`src/sdrf_map.vh`:
```
// Constants of the acquire-data reply framer: codes, field layouts, frame positions
`ifndef SDRF_MAP_VH
`define SDRF_MAP_VH

// Header and command codes
`define SDRF_PROTO_ID 16'h0000
`define SDRF_STATION_ID 8'h01
`define SDRF_FC_ACQUIRE 8'h47
`define SDRF_LEN_OK 16'h00fd
`define SDRF_LEN_ERR 16'h0003
`define SDRF_REQ_LEN 16'h0004
`define SDRF_SEL_LATEST 16'h0001
`define SDRF_SEL_RESEND 16'h0002

// Failure codes of the short reply
`define SDRF_FAIL_NONE 8'h00
`define SDRF_FAIL_FUNC 8'h01
`define SDRF_FAIL_REG 8'h02
`define SDRF_FAIL_COUNT 8'h03

// Acquisition status codes
`define SDRF_ACQ_OK 8'h00
`define SDRF_ACQ_NOT_FULL 8'h01
`define SDRF_ACQ_LOST 8'h02

// Unit health codes
`define SDRF_HLTH_OK 16'h0000
`define SDRF_HLTH_PARAM 16'h2000
`define SDRF_HLTH_SYSTEM 16'h0100
`define SDRF_HLTH_MEMORY 16'h0200
`define SDRF_HLTH_NO_INPUT 16'h0400

// Channel status byte: error code bits 5..0, adjustment flag bit 6, cold junction flag bit 7
`define SDRF_STS_CODE_W 6

// Stamp word: BCD digits year(16) month(8) day(8) hour(8) min(8) sec(8) ms(12)
`define SDRF_STAMP_W 68
`define SDRF_YEAR_LSB 52
`define SDRF_MON_LSB 44
`define SDRF_DAY_LSB 36
`define SDRF_HOUR_LSB 28
`define SDRF_MIN_LSB 20
`define SDRF_SEC_LSB 12
`define SDRF_MS_LSB 0

// Text separators and digit base
`define SDRF_CH_ZERO 8'h30
`define SDRF_CH_DASH 8'h2d
`define SDRF_CH_COLON 8'h3a
`define SDRF_CH_DOT 8'h2e

// Byte positions inside the header, a sample set and the health word
`define SDRF_HDR_LAST 6'h08
`define SDRF_VAL_START 6'h16
`define SDRF_STS_START 6'h36
`define SDRF_SET_LAST 6'h3d
`define SDRF_LAST_SET 2'h3
`define SDRF_HLTH_LAST 6'h01

// Framer states
`define SDRF_ST_IDLE 2'h0
`define SDRF_ST_HDR 2'h1
`define SDRF_ST_SET 2'h2
`define SDRF_ST_HLTH 2'h3

`endif

```
`src/sdrf_framer.v`:
```
// Reply framer for the acquire-data command: header, four sample sets, unit health
// What this block does
// - Payload order: status, then per set date, time, eight values, eight statuses, health.
// - Value four bytes, status one, date ten, time twelve, health two bytes.
// - Normal reply holds exactly four sample sets, each with own stamp.
// - Date is yyyy-mm-dd text, time is hh:mm:ss.nnn text.
// - Good header: protocol zero, length 0x00fd, station one, function 0x47, status.
// - Failure reply: length 0x0003, function 0x47, one failure byte, no samples.
// - Unknown function code gives failure code one.
// - Start register out of range gives failure code two.
// - Register count out of range gives failure code three.
// - Selection one sends newest block, two resends previous; same layout.
// - Acquisition status: zero fine, one buffer not full, two samples lost.
// - Channel status: code in bits 5..0, adjustment flag bit 6, cold junction bit 7.
// - Health word: zero, or fault codes 0x2000, 0x0100, 0x0200, 0x0400 combined.
`include "sdrf_map.vh"

module sdrf_framer (
    input wire clock,
    input wire reset,
    input wire req_valid,
    output wire req_ready,
    input wire [15:0] req_transaction_identifier,
    input wire [7:0] req_function_code,
    input wire [15:0] req_selection,
    input wire [15:0] req_length,
    input wire samp_wr,
    input wire [1:0] samp_set,
    input wire [2:0] samp_ch,
    input wire [31:0] samp_value,
    input wire [5:0] samp_err_code,
    input wire samp_adj_err,
    input wire samp_cj_err,
    input wire stamp_wr,
    input wire [1:0] stamp_set,
    input wire [`SDRF_STAMP_W-1:0] stamp_bcd,
    input wire buf_not_full,
    input wire samples_lost,
    input wire fault_param,
    input wire fault_system,
    input wire fault_memory,
    input wire fault_no_input,
    output wire tx_valid,
    output wire [7:0] tx_data,
    output wire tx_last,
    input wire tx_ready
);

    // Two banks: one fills from acquisition, the other holds the last delivered block
    reg [31:0] value_mem [0:63];
    reg [7:0] sts_mem [0:15 * 4 + 3];
    reg [`SDRF_STAMP_W-1:0] stamp_mem [0:7];

    reg [1:0] state_reg;
    reg [5:0] pos_reg;
    reg [1:0] set_reg;
    reg fill_bank_reg;
    reg send_bank_reg;
    reg [15:0] tid_reg;
    reg [7:0] fail_reg;
    reg [7:0] acq_reg;
    reg [15:0] health_reg;
    reg tx_valid_reg;
    reg [7:0] tx_data_reg;
    reg tx_last_reg;

    reg [1:0] state_next;
    reg [5:0] pos_next;
    reg [1:0] set_next;
    reg [7:0] byte_next;
    reg last_next;
    reg [7:0] fail_code;
    reg [7:0] acq_code;
    reg [15:0] health_code;

    wire take_req;
    wire advance;
    wire [5:0] val_off;
    wire [5:0] sts_off;
    wire [31:0] cur_value;
    wire [7:0] cur_sts;
    wire [`SDRF_STAMP_W-1:0] cur_stamp;
    wire [7:0] stamp_char;
    wire [15:0] reply_len;
    wire [15:0] proto_id;

    // Accept a new request only when the previous frame has fully left
    assign req_ready = (state_reg == `SDRF_ST_IDLE) && !tx_valid_reg;
    assign take_req = req_valid && req_ready;
    assign advance = (state_reg != `SDRF_ST_IDLE) && (!tx_valid_reg || tx_ready);

    assign tx_valid = tx_valid_reg;
    assign tx_data = tx_data_reg;
    assign tx_last = tx_last_reg;

    // Offsets of the current byte inside the value and status fields of a set
    assign val_off = pos_reg - `SDRF_VAL_START;
    assign sts_off = pos_reg - `SDRF_STS_START;
    assign cur_value = value_mem[{send_bank_reg, set_reg, val_off[4:2]}];
    assign cur_sts = sts_mem[{send_bank_reg, set_reg, sts_off[2:0]}];
    assign cur_stamp = stamp_mem[{send_bank_reg, set_reg}];
    assign reply_len = (fail_reg == `SDRF_FAIL_NONE) ? `SDRF_LEN_OK : `SDRF_LEN_ERR;
    // Named word so each header byte is cut from it at the right width
    assign proto_id = `SDRF_PROTO_ID;

    sdrf_stamp_text u_text (
        .stamp(cur_stamp),
        .char_idx(pos_reg[4:0]),
        .char_out(stamp_char)
    );

    // Request checks, first failing check wins
    always @* begin
        if (req_function_code != `SDRF_FC_ACQUIRE) begin
            fail_code = `SDRF_FAIL_FUNC;
        end else if (req_selection != `SDRF_SEL_LATEST && req_selection != `SDRF_SEL_RESEND) begin
            fail_code = `SDRF_FAIL_REG;
        end else if (req_length != `SDRF_REQ_LEN) begin
            fail_code = `SDRF_FAIL_COUNT;
        end else begin
            fail_code = `SDRF_FAIL_NONE;
        end
        // Lost samples outrank a partly filled buffer
        if (samples_lost) begin
            acq_code = `SDRF_ACQ_LOST;
        end else if (buf_not_full) begin
            acq_code = `SDRF_ACQ_NOT_FULL;
        end else begin
            acq_code = `SDRF_ACQ_OK;
        end
        // Simultaneous faults OR their codes so none is hidden
        health_code = `SDRF_HLTH_OK
            | (fault_param ? `SDRF_HLTH_PARAM : `SDRF_HLTH_OK)
            | (fault_system ? `SDRF_HLTH_SYSTEM : `SDRF_HLTH_OK)
            | (fault_memory ? `SDRF_HLTH_MEMORY : `SDRF_HLTH_OK)
            | (fault_no_input ? `SDRF_HLTH_NO_INPUT : `SDRF_HLTH_OK);
    end

    // Sample memories; written into the fill bank, never into the held block
    always @(posedge clock) begin
        if (samp_wr) begin
            value_mem[{fill_bank_reg, samp_set, samp_ch}] <= samp_value;
            sts_mem[{fill_bank_reg, samp_set, samp_ch}] <= {samp_cj_err, samp_adj_err, samp_err_code};
        end
        if (stamp_wr) begin
            stamp_mem[{fill_bank_reg, stamp_set}] <= stamp_bcd;
        end
    end

    // Next byte and next position of the frame walk
    always @* begin
        state_next = state_reg;
        pos_next = pos_reg + 6'h01;
        set_next = set_reg;
        byte_next = 8'h00;
        last_next = 1'b0;
        case (state_reg)
            `SDRF_ST_HDR: begin
                case (pos_reg)
                    6'h00: byte_next = tid_reg[15:8];
                    6'h01: byte_next = tid_reg[7:0];
                    6'h02: byte_next = proto_id[15:8];
                    6'h03: byte_next = proto_id[7:0];
                    6'h04: byte_next = reply_len[15:8];
                    6'h05: byte_next = reply_len[7:0];
                    6'h06: byte_next = `SDRF_STATION_ID;
                    6'h07: byte_next = `SDRF_FC_ACQUIRE;
                    default: byte_next = (fail_reg == `SDRF_FAIL_NONE) ? acq_reg : fail_reg;
                endcase
                if (pos_reg == `SDRF_HDR_LAST) begin
                    pos_next = 6'h00;
                    set_next = 2'h0;
                    if (fail_reg != `SDRF_FAIL_NONE) begin
                        state_next = `SDRF_ST_IDLE;
                        last_next = 1'b1;
                    end else begin
                        state_next = `SDRF_ST_SET;
                    end
                end
            end
            `SDRF_ST_SET: begin
                if (pos_reg < `SDRF_VAL_START) begin
                    byte_next = stamp_char;
                end else if (pos_reg < `SDRF_STS_START) begin
                    // Values go out most significant byte first
                    case (val_off[1:0])
                        2'h0: byte_next = cur_value[31:24];
                        2'h1: byte_next = cur_value[23:16];
                        2'h2: byte_next = cur_value[15:8];
                        default: byte_next = cur_value[7:0];
                    endcase
                end else begin
                    byte_next = cur_sts;
                end
                if (pos_reg == `SDRF_SET_LAST) begin
                    pos_next = 6'h00;
                    if (set_reg == `SDRF_LAST_SET) begin
                        state_next = `SDRF_ST_HLTH;
                    end else begin
                        set_next = set_reg + 2'h1;
                    end
                end
            end
            `SDRF_ST_HLTH: begin
                byte_next = (pos_reg == `SDRF_HLTH_LAST) ? health_reg[7:0] : health_reg[15:8];
                if (pos_reg == `SDRF_HLTH_LAST) begin
                    state_next = `SDRF_ST_IDLE;
                    last_next = 1'b1;
                end
            end
            default: begin
                pos_next = pos_reg;
            end
        endcase
    end

    // Frame control and the registered output byte
    always @(posedge clock or posedge reset) begin
        if (reset) begin
            state_reg <= `SDRF_ST_IDLE;
            pos_reg <= 6'h00;
            set_reg <= 2'h0;
            fill_bank_reg <= 1'b0;
            send_bank_reg <= 1'b1;
            tid_reg <= 16'h0000;
            fail_reg <= `SDRF_FAIL_NONE;
            acq_reg <= `SDRF_ACQ_NOT_FULL;
            health_reg <= `SDRF_HLTH_OK;
            tx_valid_reg <= 1'b0;
            tx_data_reg <= 8'h00;
            tx_last_reg <= 1'b0;
        end else begin
            if (take_req) begin
                state_reg <= `SDRF_ST_HDR;
                pos_reg <= 6'h00;
                set_reg <= 2'h0;
                tid_reg <= req_transaction_identifier;
                fail_reg <= fail_code;
                // Newest block: freeze the fill bank for sending and fill the other
                if (fail_code == `SDRF_FAIL_NONE && req_selection == `SDRF_SEL_LATEST) begin
                    send_bank_reg <= fill_bank_reg;
                    fill_bank_reg <= ~fill_bank_reg;
                    acq_reg <= acq_code;
                    health_reg <= health_code;
                end
            end else if (advance) begin
                state_reg <= state_next;
                pos_reg <= pos_next;
                set_reg <= set_next;
            end
            if (advance) begin
                tx_valid_reg <= 1'b1;
                tx_data_reg <= byte_next;
                tx_last_reg <= last_next;
            end else if (tx_ready) begin
                tx_valid_reg <= 1'b0;
                tx_last_reg <= 1'b0;
            end
        end
    end

endmodule // sdrf_framer

```
`src/sdrf_stamp_text.v`:
```
// Converts one character position of a BCD time stamp into its ASCII text
`include "sdrf_map.vh"

module sdrf_stamp_text (
    input wire [`SDRF_STAMP_W-1:0] stamp,
    input wire [4:0] char_idx,
    output reg [7:0] char_out
);

    reg [3:0] digit;
    reg is_sep;
    reg [7:0] sep_char;

    // Date chars 0..9 then time chars 10..21, digits most significant first
    always @* begin
        digit = 4'h0;
        is_sep = 1'b0;
        sep_char = `SDRF_CH_DASH;
        case (char_idx)
            5'h00: digit = stamp[`SDRF_YEAR_LSB+12 +: 4];
            5'h01: digit = stamp[`SDRF_YEAR_LSB+8 +: 4];
            5'h02: digit = stamp[`SDRF_YEAR_LSB+4 +: 4];
            5'h03: digit = stamp[`SDRF_YEAR_LSB +: 4];
            5'h04: is_sep = 1'b1;
            5'h05: digit = stamp[`SDRF_MON_LSB+4 +: 4];
            5'h06: digit = stamp[`SDRF_MON_LSB +: 4];
            5'h07: is_sep = 1'b1;
            5'h08: digit = stamp[`SDRF_DAY_LSB+4 +: 4];
            5'h09: digit = stamp[`SDRF_DAY_LSB +: 4];
            5'h0a: digit = stamp[`SDRF_HOUR_LSB+4 +: 4];
            5'h0b: digit = stamp[`SDRF_HOUR_LSB +: 4];
            5'h0c: begin
                is_sep = 1'b1;
                sep_char = `SDRF_CH_COLON;
            end
            5'h0d: digit = stamp[`SDRF_MIN_LSB+4 +: 4];
            5'h0e: digit = stamp[`SDRF_MIN_LSB +: 4];
            5'h0f: begin
                is_sep = 1'b1;
                sep_char = `SDRF_CH_COLON;
            end
            5'h10: digit = stamp[`SDRF_SEC_LSB+4 +: 4];
            5'h11: digit = stamp[`SDRF_SEC_LSB +: 4];
            5'h12: begin
                is_sep = 1'b1;
                sep_char = `SDRF_CH_DOT;
            end
            5'h13: digit = stamp[`SDRF_MS_LSB+8 +: 4];
            5'h14: digit = stamp[`SDRF_MS_LSB+4 +: 4];
            5'h15: digit = stamp[`SDRF_MS_LSB +: 4];
            default: digit = 4'h0;
        endcase
        // BCD digit becomes its ASCII figure by offset from '0'
        char_out = is_sep ? sep_char : (`SDRF_CH_ZERO | {4'h0, digit});
    end

endmodule // sdrf_stamp_text
```
`config.mk`:
```
export PLATFORM = sky130hd
export DESIGN_NAME = sdrf_framer
export DESIGN_NICKNAME = d
export VERILOG_FILES = /design/src/sdrf_framer.v /design/src/sdrf_stamp_text.v
export VERILOG_INCLUDE_DIRS = /design/src
export SDC_FILE = /design/constraint.sdc
export NUM_CORES = 2
export LEC_CHECK = 0
export ABC_AREA = 0
export BUFFER_PORTS_ARGS = -buffer_cell sky130_fd_sc_hd__clkbuf_2
export CORE_MARGIN = 2
export CORE_UTILIZATION = 30
export DETAILED_ROUTE_END_ITERATION = 16
export GPL_ROUTABILITY_DRIVEN = 0
export HOLD_SLACK_MARGIN = 0.05
export PLACE_DENSITY = 0.49
export SLEW_MARGIN = 20
export SYNTH_ARGS = -nofsm -noshare
export SYNTH_HDL_FRONTEND = slang
export SYNTH_SLANG_ARGS = --single-unit
```
`constraint.sdc`:
```
create_clock -name clock -period 7.9 [get_ports clock]
set_clock_uncertainty 0.2 [all_clocks]
set_input_delay 0 -clock clock [delete_from_list [all_inputs] [get_ports clock]]
set_output_delay 0 -clock clock [all_outputs]
set_load 0.005 [all_outputs]
```
==> results_dict.tcl <==
set metrics [dict create \
    status "finished clean" \
    start_kind "register" \
    syn_area_per_cell_sq_um 19.25 \
    worstPathRequired_ps 8520 \
    start_util 0.3017 \
    die_area_sq_um 414100 \
    post-dp-hpwl_um 223500 \
    rows 234 \
    ir_worst_vdd_v 0.0003996 \
    grt_pass1_wl_um 550400 \
    cts_resized 0 \
    fin_nets 7282 \
    fin_crit_sh 0.7391 \
    tightest_slew_ps 1252 \
    cts_tree "yes" \
    clock.fmax_mhz 171.3 \
    post_cts_buffers 0 \
    syn_inst 6375 \
    path_clk_slew_ps 60 \
    drc 0 \
    wl_met3_um 26820 \
    post-route-min-period_ps 5839 \
    slew-limit-headroom 0.1546 \
    io_buffers 193 \
    holdBufCountCts 291 \
    p_per_area_nw_per_um2 355.0 \
    wl_met2_um 194700 \
    arrival_ps 6460 \
    cp-end-kind "register" \
    finalWorstSetupSlack_ps 2061 \
    wl_per_cell_um 31.21 \
    synth_area_sq_um 122700 \
    cts_made_buffers 343 \
    postLayoutCellArea_sq_um 144900 \
    ys_ff_latch 3150 \
    die_x_um 643.5 \
    h-tree-depth 5 \
    dpl-instance-area_sq_um 131300 \
    yosysSeqAreaShare 0.7691 \
    first_pass_iters 9 \
    clock_path_buffers 4 \
    drive_gt1_frac 0.2201 \
    synth_flop_cell "edfxtp_1" \
    pre_cts_ws_ps 2112 \
    die_y_um 643.5 \
    vias 67290 \
    totalWireLength_um 399700 \
    largest_register_ffs 2048 \
    hold_viol_final 0 \
    grt_max_degree 106 \
    multi_input_area_sq_um 26980 \
    area_delta_synth_final_pct 18.10 \
    clock-root-buffer "clkbuf_16" \
    drtIter0Drc 8203 \
    viasPerCell 5.255 \
    setup_violations 0 \
    grt_pass1_vias 67900 \
    dr.max_layer_used "met5" \
    async_reset_ff_frac 0.01460 \
    finalMaxSlewViolations 0 \
    syn_nets 6571 \
    yosys_warnings 0 \
    top_register "value_mem" \
    core-area_sq_um 406700 \
    maxCapViolations 0 \
    wl_met1_um 164600 \
    clock_latency_ps 980 \
    overflow 0 \
    grt_use_total 0.1877 \
    synth_cell_type_count 86 \
    leakagePower_uw 0.04560 \
    final-seq-area_sq_um 94380 \
    critPathMaxFanout 50 \
    synth_edf_count 3104 \
    ios 194 \
    hp-class "in2reg" \
    ant_nets 0 \
    antenna_found_initial 33 \
    clock_sinks 3150 \
    rsz0062_at_grt "no" \
    whs_ps 69.53 \
    reg_top3 "value_mem x2048, stamp_mem x544, sts_mem x512" \
    crit_type "reg2reg" \
    total_power_uw 51440 \
    fin_setup_tns_ps 0 \
    fillers 37870 \
]
Yosys cell counts (10+ instances only):
master	n	area [sq um]
nor3_1	31	155.2
buf_2	169	845.8
o211ai_1	14	105.1
a211oi_1	15	112.6
a21oi_1	141	705.7
o41ai_1	13	113.9
mux2_2	30	337.8
nand2_1	769	2887
nor4_1	34	212.7
nor2_1	135	506.7
a22oi_1	20	150.1
mux4_2	573	12900
nor2b_1	14	87.58
dfrtp_1	44	1101
buf_4	57	427.9
o31ai_1	16	120.1
ha_1	13	162.7
o22ai_1	101	631.9
inv_1	14	52.55
mux2i_1	306	3063
o21ai_0	55	275.3
a32oi_1	45	394.1
edfxtp_1	3104	93210
and3_1	11	68.82
nand3_1	180	900.9
o311ai_0	10	87.58
nand2b_1	10	62.56
nand4_1	47	294.0
a31oi_1	93	581.8
a311oi_1	10	87.58
buf_1	23	86.33
a221oi_1	10	87.58
nand3b_1	10	75.07
buf_6	15	168.9
clkbuf_1	101	379.1
placed cells by master (no fill, tap or decap), types with 15 or more instances in the layout:
cell type,n
o31ai_1,15
buf_4,225
mux2i_1,306
o22ai_1,101
nor3_1,28
buf_12,23
dfrtp_1,39
edfxtp_1,3104
clkinv_1,73
a22oi_1,20
nor4_1,34
clkinv_2,57
dlygate4sd3_1,296
nand2_1,765
a32oi_1,45
a31oi_1,93
a21oi_1,141
clkbuf_2,182
a211oi_1,15
nor2_1,61
clkbuf_1,84
clkbuf_16,347
mux2_2,30
o21ai_0,55
nor2_4,72
nand3_1,180
mux4_2,573
nand4_1,47
diode_2,20
power by group:
group / internal [uW] / leakage [uW] / switching (uW)
clock: 8570 / 0.00513 / 6690
combinational: 6500 / 0.0119 / 10800
sequential: 18600 / 0.0285 / 247
total: 33700 / 0.0456 / 17800
worst paths after layout:
| check | slack [ps] | cells after the start | endpoint | startpoint |
|---|---|---|---|---|
| min in group asynchronous | 160 | 5 | tid_reg[8] | reset |
| min | 70 | 3 | sts_mem[42][4] | samp_err_code[4] |
| min reg2reg | 410 | 2 | state_reg[0] | state_reg[0] |
| max | 2060 | 11 | tx_data[6] | pos_reg[2] |
| max reg2reg | 2060 | 11 | tx_data[6] | pos_reg[2] |
| max in group asynchronous | 6690 | 5 | pos_reg[0] | reset |
through the flow:
stage                     utilization  cells
after global placement         0.3227  11870
after detailed placement       0.3229  11870
final                          0.3563  12810
after floorplan                     -   6375
after global routing           0.3562  12790
after CTS                      0.3559  12780
cell families after synthesis:
logic type      Yosys count  synth area share
simple gates           1278           0.04502
fa+ha+maj                13          0.001326
xor+xnor                  6         0.0007037
buf+inv                 387           0.01652
compound gates          631           0.03437
mux                     910            0.1330
flops                  3150            0.7691
area by class of cell:
class,count,area share
repair buffers,734,0.04202
flip-flops and latches,3150,0.6514
inverters,19,0.0005267
multi-input cells,2838,0.1862
clock buffers,439,0.06286
well taps,5428,0.04687
clock inverters,177,0.009792
diodes,20,0.0003454
per-layer routing:
metal / up-vias / global-route usage
li1: 27500 / -
met1: 36400 / 0.2516
met2: 2741 / 0.3119
met3: 639 / 0.02923
met4: 8 / 0.06110
met5: - / 0
worst max-delay path: stages (launching register included):
cell and delay, ps:
dfrtp_1 680, ha_4 820, buf_12 480, buf_4 670
mux4_2 600, a32oi_1 180, nor2_1 60, nor3_1 270
nand2_1 160, a41oi_1 660, and4_1 630, o41ai_1 140
Power figures use the tool's default switching activity.
